File: config.mk
export PLATFORM = sky130hd
export DESIGN_NAME = pleb_top
export DESIGN_NICKNAME = d
export VERILOG_FILES = /design/src/hw/pleb_pkg.sv /design/src/hw/pleb_step_div.sv /design/src/hw/pleb_channel.sv /design/src/hw/pleb_top.sv
export SDC_FILE = /design/constraint.sdc
export NUM_CORES = 1
export LEC_CHECK = 0
export ABC_AREA = 1
export BUFFER_PORTS_ARGS = -buffer_cell sky130_fd_sc_hd__clkbuf_2
export CELL_PAD_IN_SITES_DETAIL_PLACEMENT = 2
export CELL_PAD_IN_SITES_GLOBAL_PLACEMENT = 2
export CORE_MARGIN = 5
export CORE_UTILIZATION = 25
export CTS_CLUSTER_DIAMETER = 30
export DETAILED_ROUTE_END_ITERATION = 10
export HOLD_SLACK_MARGIN = 0.02
export PLACE_DENSITY = 0.66
export SYNTH_ARGS = -nofsm -noshare
export SYNTH_HDL_FRONTEND = slang
export SYNTH_SLANG_ARGS = --single-unit
File: constraint.sdc
create_clock -name pclk -period 11.1 [get_ports pclk]
set_input_delay 1.11 -clock pclk [delete_from_list [all_inputs] [get_ports pclk]]
set_output_delay 1.11 -clock pclk [all_outputs]
set_load 0.005 [all_outputs]
File: src/hw/pleb_pkg.sv
// Package of register map, field layout and timing constants for the PWM blanking block.
package pleb_pkg;

  // ----------------------------------------------------------------------
  // Geometry
  // ----------------------------------------------------------------------
  localparam int unsigned NUM_CH = 8;
  localparam int unsigned DLY_W = 9;
  localparam int unsigned SEL_W = 4;
  localparam int unsigned NUM_SRC = 16;

  // ----------------------------------------------------------------------
  // Register map (byte addresses, one 32-bit word each, per channel)
  // ----------------------------------------------------------------------
  localparam logic [7:0] CH_STRIDE = 8'h10;
  localparam logic [3:0] OFS_CONTROL = 4'h0;
  localparam logic [3:0] OFS_DELAY = 4'h4;
  localparam logic [3:0] OFS_AUX = 4'h8;
  localparam logic [3:0] OFS_STATUS = 4'hc;

  // ----------------------------------------------------------------------
  // Field positions
  // ----------------------------------------------------------------------
  localparam int unsigned CTL_LOW_BIT = 0;
  localparam int unsigned CTL_HIGH_BIT = 1;
  localparam int unsigned DLY_LSB = 3;
  localparam int unsigned DLY_MSB = 11;
  localparam int unsigned AUX_SEL_LSB = 0;
  localparam int unsigned AUX_SEL_MSB = 3;
  localparam int unsigned STAT_BLANK_BIT = 0;
  localparam int unsigned STAT_CNT_LSB = 4;

  // ----------------------------------------------------------------------
  // Reset values
  // ----------------------------------------------------------------------
  localparam logic [1:0] CONTROL_RESET = 2'h0;
  localparam logic [DLY_W-1:0] DELAY_RESET = 9'h000;
  localparam logic [SEL_W-1:0] AUX_RESET = 4'h0;

  // ----------------------------------------------------------------------
  // Timing: one delay step in picoseconds, and the clock period
  // ----------------------------------------------------------------------
  localparam int unsigned STEP_PS = 8320;
  localparam int unsigned PCLK_PS = 40000;

  // ----------------------------------------------------------------------
  // Per-channel configuration carrier
  // ----------------------------------------------------------------------
  typedef struct packed {
    logic blank_when_low_side_high;
    logic blank_when_low_side_low;
    logic [DLY_W-1:0] blanking_delay_count;
    logic [SEL_W-1:0] blanking_source_select;
  } pleb_cfg_s;

  typedef enum logic [1:0] {
    ST_IDLE = 2'b01,
    ST_BLANK = 2'b10
  } pleb_state_e;

endpackage : pleb_pkg

File: src/hw/pleb_step_div.sv
// Divider that turns 8.32 ns delay steps into pclk-rate step enables.
`timescale 1ns/1ps
module pleb_step_div (
  // Clock and reset
  input wire logic pclk,
  input wire logic presetn,
  // Restart the accumulator together with a new blanking interval
  input wire logic restart,
  // One pulse per clock carrying how many delay steps elapsed
  output logic [3:0] steps
);

  logic [15:0] acc_q, acc_d;
  logic [16:0] sum;

  // Accumulate clock time, emitting whole steps; 40 ns holds 4 or 5 steps.
  always_comb begin
    sum = {1'b0, (restart ? 16'h0000 : acc_q)} + 17'(pleb_pkg::PCLK_PS);
    steps = 4'(sum / 17'(pleb_pkg::STEP_PS));
    acc_d = 16'(sum - 17'(steps) * 17'(pleb_pkg::STEP_PS));
  end

  always_ff @(posedge pclk or negedge presetn) begin
    if (!presetn) begin
      acc_q <= 16'h0000;
    end else begin
      acc_q <= acc_d;
    end
  end

endmodule : pleb_step_div

File: src/hw/pleb_channel.sv
// One channel of leading-edge blanking: edge detect, countdown and suppression.
`timescale 1ns/1ps
module pleb_channel (
  // Clock and reset
  input wire logic pclk,
  input wire logic presetn,
  // Configuration
  input wire pleb_pkg::pleb_cfg_s cfg,
  // Synchronised low-side output and selected blanking source
  input wire logic pwm_low_side_output,
  input wire logic blank_source,
  // Raw fault and current-limit inputs
  input wire logic fault_in,
  input wire logic climit_in,
  // Gated inputs and state
  output logic fault_out,
  output logic climit_out,
  output logic blanking,
  output logic [pleb_pkg::DLY_W-1:0] count
);

  pleb_pkg::pleb_state_e state_q, state_d;
  logic [pleb_pkg::DLY_W-1:0] cnt_q, cnt_d;
  logic src_q, src_d;
  logic fault_q, fault_d, climit_q, climit_d;
  logic [3:0] steps;
  logic edge_seen;
  logic state_blank;

  assign edge_seen = blank_source & ~src_q;

  pleb_step_div u_div (
    .pclk(pclk),
    .presetn(presetn),
    .restart(edge_seen),
    .steps(steps)
  );

  always_comb begin
    // high-state blanking
    state_blank = cfg.blank_when_low_side_high & pwm_low_side_output;
    // low-state blanking
    state_blank = state_blank | (cfg.blank_when_low_side_low & ~pwm_low_side_output);
    src_d = blank_source;
    state_d = state_q;
    cnt_d = cnt_q;
    unique case (state_q)
      pleb_pkg::ST_IDLE: begin
        // edge loads counter
        if (edge_seen && cfg.blanking_delay_count != '0) begin
          state_d = pleb_pkg::ST_BLANK;
          cnt_d = cfg.blanking_delay_count;
        end
      end
      pleb_pkg::ST_BLANK: begin
        if (edge_seen) begin
          cnt_d = cfg.blanking_delay_count;
        end else if ({5'h00, steps} >= cnt_q) begin
          cnt_d = '0;
          state_d = pleb_pkg::ST_IDLE;
        end else begin
          cnt_d = cnt_q - 9'({5'h00, steps});
        end
      end
      default: begin
        state_d = pleb_pkg::ST_IDLE;
        cnt_d = '0;
      end
    endcase
    // suppress until expiry
    fault_d = fault_in & ~state_blank & (state_q != pleb_pkg::ST_BLANK);
    climit_d = climit_in & ~state_blank & (state_q != pleb_pkg::ST_BLANK);
  end

  always_ff @(posedge pclk or negedge presetn) begin
    if (!presetn) begin
      state_q <= pleb_pkg::ST_IDLE;
      cnt_q <= '0;
      src_q <= 1'b0;
      fault_q <= 1'b0;
      climit_q <= 1'b0;
    end else begin
      state_q <= state_d;
      cnt_q <= cnt_d;
      src_q <= src_d;
      fault_q <= fault_d;
      climit_q <= climit_d;
    end
  end

  assign fault_out = fault_q;
  assign climit_out = climit_q;
  assign blanking = (state_q == pleb_pkg::ST_BLANK) | state_blank;
  assign count = cnt_q;

  // output gated high
  AST_HIGH_BLANK: assert property (@(posedge pclk) disable iff (!presetn)
    (cfg.blank_when_low_side_high && pwm_low_side_output) |=> !fault_q && !climit_q)
    else $error("fault passed while low side high blanked");
  // output gated low
  AST_LOW_BLANK: assert property (@(posedge pclk) disable iff (!presetn)
    (cfg.blank_when_low_side_low && !pwm_low_side_output) |=> !fault_q && !climit_q)
    else $error("fault passed while low side low blanked");
  // no blanking when clear
  AST_NO_STATE_BLANK: assert property (@(posedge pclk) disable iff (!presetn)
    (!cfg.blank_when_low_side_low && !cfg.blank_when_low_side_high
     && state_q == pleb_pkg::ST_IDLE && fault_in) |=> fault_q)
    else $error("fault dropped without blanking");
  // edge starts countdown
  AST_EDGE_LOAD: assert property (@(posedge pclk) disable iff (!presetn)
    (state_q == pleb_pkg::ST_IDLE && edge_seen && cfg.blanking_delay_count != '0)
    |=> state_q == pleb_pkg::ST_BLANK && cnt_q == $past(cfg.blanking_delay_count))
    else $error("blanking counter not loaded on edge");
  // countdown is bounded
  AST_EXPIRE: assert property (@(posedge pclk) disable iff (!presetn)
    (state_q == pleb_pkg::ST_BLANK && !edge_seen) |=> cnt_q < $past(cnt_q)
      || state_q == pleb_pkg::ST_IDLE || $past(edge_seen))
    else $error("blanking counter stalled");
  // blanked during countdown
  AST_COUNT_SUPPRESS: assert property (@(posedge pclk) disable iff (!presetn)
    (state_q == pleb_pkg::ST_BLANK) |=> !fault_q && !climit_q)
    else $error("fault passed during blanking count");

endmodule : pleb_channel

File: src/hw/pleb_top.sv
// APB-mapped leading-edge blanking for eight PWM channels.
`timescale 1ns/1ps
// Function
// Blank inputs while low side high enabled.
// Blank inputs while low side low enabled.
// Nine-bit delay in bits 11..3, 8.32 ns.
// Four-bit source select picks blanking trigger.
// Delay unused bits read zero, reset zero.
// Eight independent channel register sets.
// Qualifying edge loads counter; ignore until expiry.
module pleb_top (
  // APB clock and reset
  input wire logic pclk,
  input wire logic presetn,
  // APB slave
  input wire logic psel,
  input wire logic penable,
  input wire logic pwrite,
  input wire logic [7:0] paddr,
  input wire logic [31:0] pwdata,
  output logic [31:0] prdata,
  output logic pready,
  output logic pslverr,
  // PWM side
  input wire logic [pleb_pkg::NUM_CH-1:0] pwm_low_side_output,
  input wire logic [pleb_pkg::NUM_SRC-1:0] blank_sources,
  // Fault and current-limit side
  input wire logic [pleb_pkg::NUM_CH-1:0] fault_in,
  input wire logic [pleb_pkg::NUM_CH-1:0] climit_in,
  output logic [pleb_pkg::NUM_CH-1:0] fault_out,
  output logic [pleb_pkg::NUM_CH-1:0] climit_out
);

  // ----------------------------------------------------------------------
  // Register decode
  // ----------------------------------------------------------------------
  logic [2:0] ch_idx;
  logic [3:0] reg_ofs;
  logic in_range;
  logic wr_en;
  logic [31:0] rdata_d;
  logic [31:0] rdata_q;

  assign ch_idx = paddr[6:4];
  assign reg_ofs = paddr[3:0];
  assign in_range = (paddr[7] == 1'b0) && (paddr[1:0] == 2'b00);
  assign wr_en = psel & penable & pwrite & in_range;
  assign pready = 1'b1;
  assign pslverr = psel & penable & ~in_range;

  // ----------------------------------------------------------------------
  // Pin synchronisers (three flops, second and third must agree)
  // ----------------------------------------------------------------------
  logic [pleb_pkg::NUM_CH-1:0] low_s1_q, low_s2_q, low_s3_q, low_q, low_d;
  logic [pleb_pkg::NUM_SRC-1:0] src_s1_q, src_s2_q, src_s3_q, src_q, src_d;

  always_comb begin
    low_d = low_q;
    src_d = src_q;
    for (int i = 0; i < int'(pleb_pkg::NUM_CH); i++) begin
      if (low_s2_q[i] == low_s3_q[i]) begin
        low_d[i] = low_s3_q[i];
      end
    end
    for (int i = 0; i < int'(pleb_pkg::NUM_SRC); i++) begin
      if (src_s2_q[i] == src_s3_q[i]) begin
        src_d[i] = src_s3_q[i];
      end
    end
  end

  always_ff @(posedge pclk or negedge presetn) begin
    if (!presetn) begin
      low_s1_q <= '0;
      low_s2_q <= '0;
      low_s3_q <= '0;
      low_q <= '0;
      src_s1_q <= '0;
      src_s2_q <= '0;
      src_s3_q <= '0;
      src_q <= '0;
    end else begin
      low_s1_q <= pwm_low_side_output;
      low_s2_q <= low_s1_q;
      low_s3_q <= low_s2_q;
      low_q <= low_d;
      src_s1_q <= blank_sources;
      src_s2_q <= src_s1_q;
      src_s3_q <= src_s2_q;
      src_q <= src_d;
    end
  end

  // ----------------------------------------------------------------------
  // Channels
  // ----------------------------------------------------------------------
  pleb_pkg::pleb_cfg_s [pleb_pkg::NUM_CH-1:0] cfg_q, cfg_d;
  logic [pleb_pkg::NUM_CH-1:0] blanking;
  logic [pleb_pkg::DLY_W-1:0] count [pleb_pkg::NUM_CH];

  // eight channel copies
  for (genvar g = 0; g < pleb_pkg::NUM_CH; g++) begin : g_ch
    always_comb begin
      cfg_d[g] = cfg_q[g];
      if (wr_en && ch_idx == 3'(g)) begin
        unique case (reg_ofs)
          pleb_pkg::OFS_CONTROL: begin
            cfg_d[g].blank_when_low_side_high = pwdata[pleb_pkg::CTL_HIGH_BIT];
            cfg_d[g].blank_when_low_side_low = pwdata[pleb_pkg::CTL_LOW_BIT];
          end
          pleb_pkg::OFS_DELAY: begin
            // delay field placement
            cfg_d[g].blanking_delay_count = pwdata[pleb_pkg::DLY_MSB:pleb_pkg::DLY_LSB];
          end
          pleb_pkg::OFS_AUX: begin
            // source select field
            cfg_d[g].blanking_source_select = pwdata[pleb_pkg::AUX_SEL_MSB:pleb_pkg::AUX_SEL_LSB];
          end
          default: begin
          end
        endcase
      end
    end

    always_ff @(posedge pclk or negedge presetn) begin
      if (!presetn) begin
        // delay resets zero
        cfg_q[g].blanking_delay_count <= pleb_pkg::DELAY_RESET;
        cfg_q[g].blank_when_low_side_high <= pleb_pkg::CONTROL_RESET[1];
        cfg_q[g].blank_when_low_side_low <= pleb_pkg::CONTROL_RESET[0];
        cfg_q[g].blanking_source_select <= pleb_pkg::AUX_RESET;
      end else begin
        cfg_q[g] <= cfg_d[g];
      end
    end

    pleb_channel u_ch (
      .pclk(pclk),
      .presetn(presetn),
      .cfg(cfg_q[g]),
      .pwm_low_side_output(low_q[g]),
      // source mux
      .blank_source(src_q[cfg_q[g].blanking_source_select]),
      .fault_in(fault_in[g]),
      .climit_in(climit_in[g]),
      .fault_out(fault_out[g]),
      .climit_out(climit_out[g]),
      .blanking(blanking[g]),
      .count(count[g])
    );
  end

  // ----------------------------------------------------------------------
  // Read path
  // ----------------------------------------------------------------------
  always_comb begin
    rdata_d = 32'h0000_0000;
    if (psel && !penable && !pwrite && in_range) begin
      unique case (reg_ofs)
        pleb_pkg::OFS_CONTROL: begin
          rdata_d[pleb_pkg::CTL_HIGH_BIT] = cfg_q[ch_idx].blank_when_low_side_high;
          rdata_d[pleb_pkg::CTL_LOW_BIT] = cfg_q[ch_idx].blank_when_low_side_low;
        end
        pleb_pkg::OFS_DELAY: begin
          // unused bits read zero
          rdata_d[pleb_pkg::DLY_MSB:pleb_pkg::DLY_LSB] = cfg_q[ch_idx].blanking_delay_count;
        end
        pleb_pkg::OFS_AUX: begin
          rdata_d[pleb_pkg::AUX_SEL_MSB:pleb_pkg::AUX_SEL_LSB] =
            cfg_q[ch_idx].blanking_source_select;
        end
        pleb_pkg::OFS_STATUS: begin
          rdata_d[pleb_pkg::STAT_BLANK_BIT] = blanking[ch_idx];
          rdata_d[pleb_pkg::STAT_CNT_LSB +: pleb_pkg::DLY_W] = count[ch_idx];
        end
        default: begin
        end
      endcase
    end
  end

  always_ff @(posedge pclk or negedge presetn) begin
    if (!presetn) begin
      rdata_q <= 32'h0000_0000;
    end else if (psel && !penable) begin
      rdata_q <= rdata_d;
    end
  end

  assign prdata = rdata_q;

  // write lands in field
  AST_DELAY_WRITE: assert property (@(posedge pclk) disable iff (!presetn)
    (wr_en && reg_ofs == pleb_pkg::OFS_DELAY && ch_idx == 3'h0)
    |=> cfg_q[0].blanking_delay_count == $past(pwdata[11:3]))
    else $error("delay write not stored in bits 11..3");
  // reserved bits zero
  AST_DELAY_RSVD: assert property (@(posedge pclk) disable iff (!presetn)
    (psel && !penable && reg_ofs == pleb_pkg::OFS_DELAY) |=>
      prdata[2:0] == 3'h0 && prdata[31:12] == 20'h00000)
    else $error("reserved delay bits read nonzero");

  // ----------------------------------------------------------------------
  // Register file and path checks
  // ----------------------------------------------------------------------
  // high enable stored
  AST_CTL_HIGH_WRITE: assert property (@(posedge pclk) disable iff (!presetn)
    (wr_en && reg_ofs == pleb_pkg::OFS_CONTROL && ch_idx == 3'h0)
    |=> cfg_q[0].blank_when_low_side_high == $past(pwdata[pleb_pkg::CTL_HIGH_BIT]))
    else $error("control high enable not stored");

  // low enable stored
  AST_CTL_LOW_WRITE: assert property (@(posedge pclk) disable iff (!presetn)
    (wr_en && reg_ofs == pleb_pkg::OFS_CONTROL && ch_idx == 3'h0)
    |=> cfg_q[0].blank_when_low_side_low == $past(pwdata[pleb_pkg::CTL_LOW_BIT]))
    else $error("control low enable not stored");

  // source select stored
  AST_AUX_WRITE: assert property (@(posedge pclk) disable iff (!presetn)
    (wr_en && reg_ofs == pleb_pkg::OFS_AUX && ch_idx == 3'h0)
    |=> cfg_q[0].blanking_source_select == $past(pwdata[3:0]))
    else $error("source select not stored");

  // last channel delay
  AST_DELAY_WRITE_LAST: assert property (@(posedge pclk) disable iff (!presetn)
    (wr_en && reg_ofs == pleb_pkg::OFS_DELAY && ch_idx == 3'h7)
    |=> cfg_q[7].blanking_delay_count == $past(pwdata[11:3]))
    else $error("last channel delay not stored");

  // other channel untouched
  AST_CH_ISOLATION: assert property (@(posedge pclk) disable iff (!presetn)
    (wr_en && ch_idx != 3'h0)
    |=> $stable(cfg_q[0]))
    else $error("write to one channel changed another");

  // no write no change
  AST_NO_WRITE_STABLE: assert property (@(posedge pclk) disable iff (!presetn)
    (!wr_en)
    |=> $stable(cfg_q))
    else $error("configuration changed without a write");

  // refused write ignored
  AST_BAD_WRITE_IGNORED: assert property (@(posedge pclk) disable iff (!presetn)
    (psel && penable && pwrite && !in_range)
    |=> $stable(cfg_q))
    else $error("refused write changed configuration");

  // refused access errors
  AST_BAD_ADDR_ERR: assert property (@(posedge pclk) disable iff (!presetn)
    (psel && penable && paddr[7])
    |-> pslverr)
    else $error("unmapped access without error");

  // refused read zero
  AST_BAD_READ_ZERO: assert property (@(posedge pclk) disable iff (!presetn)
    (psel && !penable && !in_range)
    |=> prdata == 32'h0000_0000)
    else $error("refused read returned data");

  // control read back
  AST_CTL_READ: assert property (@(posedge pclk) disable iff (!presetn)
    (psel && !penable && !pwrite && in_range && reg_ofs == pleb_pkg::OFS_CONTROL)
    |=> prdata == {30'h0, $past(cfg_q[ch_idx].blank_when_low_side_high),
      $past(cfg_q[ch_idx].blank_when_low_side_low)})
    else $error("control read mismatch");

  // delay read back
  AST_DELAY_READ: assert property (@(posedge pclk) disable iff (!presetn)
    (psel && !penable && !pwrite && in_range && reg_ofs == pleb_pkg::OFS_DELAY)
    |=> prdata[11:3] == $past(cfg_q[ch_idx].blanking_delay_count))
    else $error("delay read mismatch");

  // select read back
  AST_AUX_READ: assert property (@(posedge pclk) disable iff (!presetn)
    (psel && !penable && !pwrite && in_range && reg_ofs == pleb_pkg::OFS_AUX)
    |=> prdata == {28'h0, $past(cfg_q[ch_idx].blanking_source_select)})
    else $error("source select read mismatch");

  // status blanking bit
  AST_STATUS_READ: assert property (@(posedge pclk) disable iff (!presetn)
    (psel && !penable && !pwrite && in_range && reg_ofs == pleb_pkg::OFS_STATUS)
    |=> prdata[0] == $past(blanking[ch_idx]))
    else $error("status blanking bit mismatch");

  // status count field
  AST_STATUS_COUNT: assert property (@(posedge pclk) disable iff (!presetn)
    (psel && !penable && !pwrite && in_range && reg_ofs == pleb_pkg::OFS_STATUS)
    |=> prdata[12:4] == $past(count[ch_idx]))
    else $error("status count mismatch");

  // settled level taken
  AST_LOW_SYNC: assert property (@(posedge pclk) disable iff (!presetn)
    (low_s2_q[0] == low_s3_q[0])
    |=> low_q[0] == $past(low_s3_q[0]))
    else $error("settled low-side level not taken");

  // unsettled level held
  AST_LOW_HOLD: assert property (@(posedge pclk) disable iff (!presetn)
    (low_s2_q[0] != low_s3_q[0])
    |=> low_q[0] == $past(low_q[0]))
    else $error("unsettled low-side level taken");

  // settled source taken
  AST_SRC_SYNC: assert property (@(posedge pclk) disable iff (!presetn)
    (src_s2_q == src_s3_q)
    |=> src_q == $past(src_s3_q))
    else $error("settled source level not taken");

  // status shows state blanking
  AST_STATE_STATUS: assert property (@(posedge pclk) disable iff (!presetn)
    (cfg_q[0].blank_when_low_side_high && low_q[0])
    |-> blanking[0])
    else $error("state blanking not reported");

  // idle input stays low
  AST_GATE_LOW: assert property (@(posedge pclk) disable iff (!presetn)
    (!fault_in[0])
    |=> !fault_out[0])
    else $error("fault output high with input low");

endmodule : pleb_top

==> results.yml, run 1 <==
flow_run:
  drv_cap: 0
clock_tree:
  h-tree-depth: 4
  ctsResizeCount: 0
  cts_buffer_depth: 3
  clkLatencyLatePin_ps: 740
  clockRootBuffer: "clkbuf_16"
  cts_tree: "done"
  post_cts_buffers: 0
  postCtsHoldBufs: 0
  cts_sinks: 421
  cts_made_buffers: 136
  clk_pin_slew_ps: 50
synth:
  yosys.area_share.simple: 0.256
  syn_area_per_cell_um2: 7.57
  syn_area_um2: 28700
  synth_top_family_by_area: "simple AND/OR/NAND/NOR gates"
  synth_fa_ha_area_frac: 0.0627
  ys_ff_latch: 421
  ys.flop_type: "dfrtp_1"
  synth.distinct_cells: 75
  yosysWarnings: 0
  synth-xor-area-share: 0.0441
  synth_edf_count: 0
  postSynthCellCount: 3788
  synth_mux_area_frac: 0
  async_reset_ff_frac: 1.00
  synth_compound_area_frac: 0.167
  seq_area_frac_synth: 0.368
timing:
  maxSlewViolCount: 0
  worst_pin_slew_ps: 1080
  rsz0062_at_grt: "no"
  setup_tns_ps: 0
  max_freq_ghz: 0.131
  period_minus_slack_ps: 7640
  finalClockSkew_ps: 64.1
  final_hold_viol_count: 0
  period_share: 0.688
  setup-violations-final: 0
  slew_headroom: 0.281
worst_setup_path:
  critPathLaunch: "cfg_q[105]"
  arrival_ps: 8220
  crit_path_end_kind: "flip-flop"
  rr_startpoint: "cfg_q[105]"
  critPathRequiredTime_ps: 11680
  crit_type: "reg -> reg"
  slowest_delay_ps: 800
  slowest_stage: "a21oi_1"
  critPathMaxFanout: 18
  cp-start-kind: "flip-flop"
  cp_common_cell: "nand2_2"
pwr:
  ir_drop_mv: 0.138
  p_leak_nw: 16.6
  power_density_nw_per_um2: 376
outcome:
  status: "completed"
worst_hold_path:
  holdCritStartpoint: "src_s1_q[0]"
  hold_path.class: "reg -> reg"
die:
  ioPinCount: 135
  rows: 124
  die_height_um: 349
  start_util: 0.251
  core_area_um2: 114000
  die-area_um2: 122000
  die_x_um: 349
global_routing:
  grt_pass1_vias: 30131
  grt_pass1_wl_um: 173000
  grt_max_degree: 138
  track_usage: 0.178
  antenna_found_initial: 2
  grt_overflow: 0
detailed_routing:
  vias: 27177
  drt_first_pass_iters: 5
  viasPerCell: 4.91
  totalWireLength_um: 109000
  first_iter_violations: 1293
  drc: 0
  ant_nets: 0
  wl_per_cell_um: 19.7
place:
  io_buffer_count: 94
  gp_congestion: 0.803
  place_inst: 5293
  dp.final_hpwl_um: 79600
layout:
  nFillCells: 13196
  n_antenna_cell: 0
  final_cell_count_no_fill: 5540
  fin_nets: 4119
  drive_above_1_share: 0.147
  area.growth.synth_to_final_pct: 23.1
## per-stage QoR
stage / hold slack, ps / setup WS, ps / power [mW] / utilization / area [um2]
floorplan: 331 / 5310 / 7.51 / - / 28800
global placement: 333 / 3790 / 9.20 / 0.267 / 30500
detailed placement: 336 / 3530 / 9.44 / 0.267 / 30500
CTS: 332 / 3400 / 13.5 / 0.309 / 35300
global route: 333 / 2630 / 14.6 / 0.309 / 35300
finish: 328 / 3460 / 13.3 / 0.309 / 35300
## synthesized netlist by cell type, drive strengths merged (22+ instances only)
cell	number	area, um2
a21oi	121	617
a221oi	26	228
a22oi	50	375
buf	69	520
clkbuf	65	246
dfrtp	413	10300
ha	99	1240
inv	567	2140
maj3	24	240
nand2	940	3930
nand3	255	1420
nand3b	22	165
nand4	49	365
nor2	269	1180
nor3	28	140
o211ai	36	270
o21ai	374	1910
o22ai	91	569
xnor2	28	279
xor2	107	986
## placed cells by master (no fill, tap or decap), drive strengths merged, types with 49 or more instances in the layout
cell type / Yosys / routed
dfrtp: 413 / 413
nor2: 269 / 269
xor2: 107 / 107
nand4: 49 / 49
o21ai: 374 / 374
a22oi: 50 / 50
clkbuf: 65 / 276
clkinv: 7 / 50
a21oi: 121 / 121
inv: 567 / 572
ha: 99 / 99
o22ai: 91 / 91
nand3: 255 / 255
nand2: 940 / 940
## report_power, final
| group | switching [mW] | total [mW] | internal [mW] |
|---|---|---|---|
| clock | 1.23 | 3.93 | 2.70 |
| combinational | 4.81 | 7.29 | 2.48 |
| sequential | 0.185 | 2.06 | 1.88 |
| total | 6.23 | 13.3 | 7.06 |
## registers in the layout, summed over array words and instances (netlist names)
register	flops
cfg_q	120
g_ch.u_ch.climit_out	8
g_ch.u_ch.count	72
g_ch.u_ch.fault_out	8
g_ch.u_ch.src_q	8
g_ch.u_ch.state_q	16
g_ch.u_ch.u_div.acc_q	80
low_q	8
low_s1_q	8
low_s2_q	8
low_s3_q	8
prdata	13
src_q	16
src_s1_q	16
src_s2_q	16
src_s3_q	16
## layout make-up
class	count	area [um2]	share of cell area
clock inverter	64	983	0.0279
multi-input combinational	2677	15300	0.434
timing repair buffer	109	606	0.0172
sequential	421	10500	0.299
clock buffer	183	3800	0.108
tap	1512	1890	0.0536
inverter	574	2170	0.0614
## final timing paths
check | endpoint | slack [ps] | cells past startpoint
worst max-delay path | g_ch[7].u_ch.count[1] | 3460 | 45
worst min-delay path | src_s2_q[0] | 330 | 0
worst max register to register | g_ch[7].u_ch.count[1] | 3460 | 45
worst min register to register | src_s2_q[0] | 330 | 0
max in group asynchronous | g_ch[1].u_ch.u_div.acc_q[15] | 9160 | 2
min in group asynchronous | g_ch[4].u_ch.src_q | 410 | 1
## per-layer routing
metal	global-route usage	vias up	routed length, um
li1	-	12809	-
met1	0.235	13728	50600
met2	0.298	473	51300
met3	0.0294	167	4330
met4	0.0525	0	2660
met5	0	-	0
## cells by family after synthesis
logic type | after synthesis
AND/OR/NAND/NOR | 1586
AO/OA/AOI/OAI | 797
buffers and inverters | 708
flip-flops | 421
adder cells (fa/ha/maj) | 139
XOR/XNOR | 135
other | 2
## critical path: cells and delay by family (launching register included)
kind,cells,cell delay [ps]
AOI/OAI and AO/OA,8,2230
adders and majority gates,2,530
xor gates and xnor gates,1,280
DFF,1,680
buffers and inverters,6,780
and+or+nand+nor,28,3000
No activity file was read; power rests on OpenSTA's default activity.
==> inputs of run 2 (changes only) <==
- clock period: 11.1 -> 7.27 ns (I/O delays scaled with it)
==> run 2 against run 1 <==
Against the previous run:
- die area is the same
- clock skew shrank 9.8 ps
- sequential power grew 53%
- cell count grew 0.88%
- total power grew 56%
- first-iteration DRC count grew 5.4%
- clock power grew 58%
- global-route usage grew 0.051 points
- flip-flop and latch count is the same
- fmax grew 13%
- highest routed layer unchanged
==> results.yml, run 2 (same netlist as run 1, synthesis figures left out) <==
outcome:
  status: "completed"
worst_setup_path:
  slowest_delay_ps: 400
  cp-start-kind: "flip-flop"
  critPathMaxFanout: 7
  slowest_stage: "dfrtp_1"
  crit_path_end_kind: "flip-flop"
  crit_type: "reg -> reg"
  critPathRequiredTime_ps: 7860
  arrival_ps: 7360
clock_tree:
  h-tree-depth: 4
  clkLatencyLatePin_ps: 740
  cts_sinks: 421
  cts_tree: "done"
  clk_pin_slew_ps: 50
  clockRootBuffer: "clkbuf_16"
  cts_buffer_depth: 3
  cts_made_buffers: 137
  postCtsHoldBufs: 0
pwr:
  p_leak_nw: 16.9
  p_int_mw: 11.1
  pwr-share-comb: 0.550
  switching_power_mw: 9.66
  p_clk_frac: 0.298
  power_density_nw_per_um2: 577
  switching_share: 0.465
  ir_drop_mv: 0.265
  seq_power_share: 0.152
detailed_routing:
  vias: 27361
  drc: 0
  drt_first_pass_iters: 5
  first_iter_violations: 1363
  wl_per_cell_um: 19.8
  ant_nets: 0
  viasPerCell: 4.90
  totalWireLength_um: 111000
timing:
  whs_ps: 17.4
  period_share: 0.932
  worst_pin_slew_ps: 1040
  setup_ws_ps: 495
  period_minus_slack_ps: 6780
  max_freq_ghz: 0.148
  slew_headroom: 0.307
  finalClockSkew_ps: 54.3
  maxSlewViolCount: 0
  setup-violations-final: 0
  final_hold_viol_count: 0
  setup_tns_ps: 0
global_routing:
  grt_pass1_vias: 30143
  track_usage: 0.178
  grt_pass1_wl_um: 173000
  antenna_found_initial: 3
  grt_max_degree: 123
  grt_overflow: 0
place:
  io_buffer_count: 94
  gp_congestion: 0.803
  place_ws_ps: 200
  dp.final_hpwl_um: 80600
  placed_area_um2: 30700
layout:
  top_register: "cfg_q"
  fin_nets: 4163
  drive_above_1_share: 0.169
  design_area_um2: 36000
  n_antenna_cell: 0
  final_cell_mix: "nand2_1 (832), inv_1 (513), dfrtp_1 (399)"
  layout_commonest_cell: "nand2_1"
  largest_reg_flops: 120
  area.growth.synth_to_final_pct: 25.5
die:
  rows: 124
  die_x_um: 349
  start_util: 0.251
  ioPinCount: 135
  core_area_um2: 114000
  die_height_um: 349
  die-area_um2: 122000
worst_hold_path:
  hold_path.class: "in -> async"
flow_run:
  drv_cap: 0
==> run 2: cell types whose count changed in the layout (fill, tap and decap cells not counted), moves of 5 or more <==
cell,delta
buf_4,+40
dfrtp_2,+14
clkinv_4,-13
nor2_1,-5
o21ai_0,-11
dfrtp_1,-14
o21ai_2,+10
clkinv_2,+14
==> run 2: through the flow <==
stage / total power, mW / instances / util
global placement: 14.1 / 5315 / 0.269
finish: 20.8 / 5589 / 0.315
detailed placement: 14.5 / 5315 / 0.269
CTS: 20.9 / 5568 / 0.312
floorplan: 11.5 / 3806 / -
global route: 22.7 / 5589 / 0.315
==> run 2: layer usage <==
layer,global-route usage,vias up,part of all wire
met4,0.0465,0,0.020
met1,0.238,13874,0.47
met3,0.0290,133,0.038
met2,0.301,472,0.48
met5,0,-,0
li1,-,12882,-
==> run 2: worst max-delay path, delay by kind of cell, from the launching register on <==
kind            cells  cell delay [ps]
buf+inv             9             1020
flops               1              400
fa+ha+maj           3              740
compound gates      6              930
xor+xnor            3              550
simple gates       30             2970
==> run 2: what timing repair did <==
| item | 4_1_cts | 5_1_grt |
|---|---|---|
| endpoints found under the setup margin | 1 | 87 |
| setup buffers | 0 | 21 |
| endpoints found under the hold margin | 0 | 0 |
| gates resized for setup | 1 | 64 |
| pin swaps | 0 | 5 |
==> run 2: final cells by class <==
cell class | count | area [um2]
Multi-Input combinational cell | 2677 | 15500
Tap cell | 1512 | 1890
Timing Repair Buffer | 152 | 966
Sequential cell | 421 | 10600
Clock inverter | 69 | 1050
Inverter | 574 | 2180
Clock buffer | 184 | 3880
Fill cell | 13182 | 78200
==> run 2: power groups by stage <==
stage | Clock (mW) | Combinational, mW | Sequential [mW]
2_1_floorplan | 0 | 8.39 | 3.07
3_3_place_gp | 0 | 11.0 | 3.16
3_5_place_dp | 0 | 11.3 | 3.18
4_1_cts | 6.30 | 11.5 | 3.15
5_1_grt | 6.46 | 13.0 | 3.20
6_report | 6.19 | 11.4 | 3.15
==> run 2: worst paths after layout <==
kind,startpoint,end,slack (ps),depth (start not counted)
min in group pclk,blank_sources[5],src_s1_q[5],90,1
hold reg to reg,src_s1_q[4],src_s2_q[4],330,0
max in group asynchronous,presetn,prdata[8],5560,2
setup reg to reg,src_q[9],g_ch[1].u_ch.count[6],490,51
hold / removal,presetn,g_ch[6].u_ch.u_div.acc_q[11],20,1
setup / recovery,src_q[9],g_ch[1].u_ch.count[6],490,51
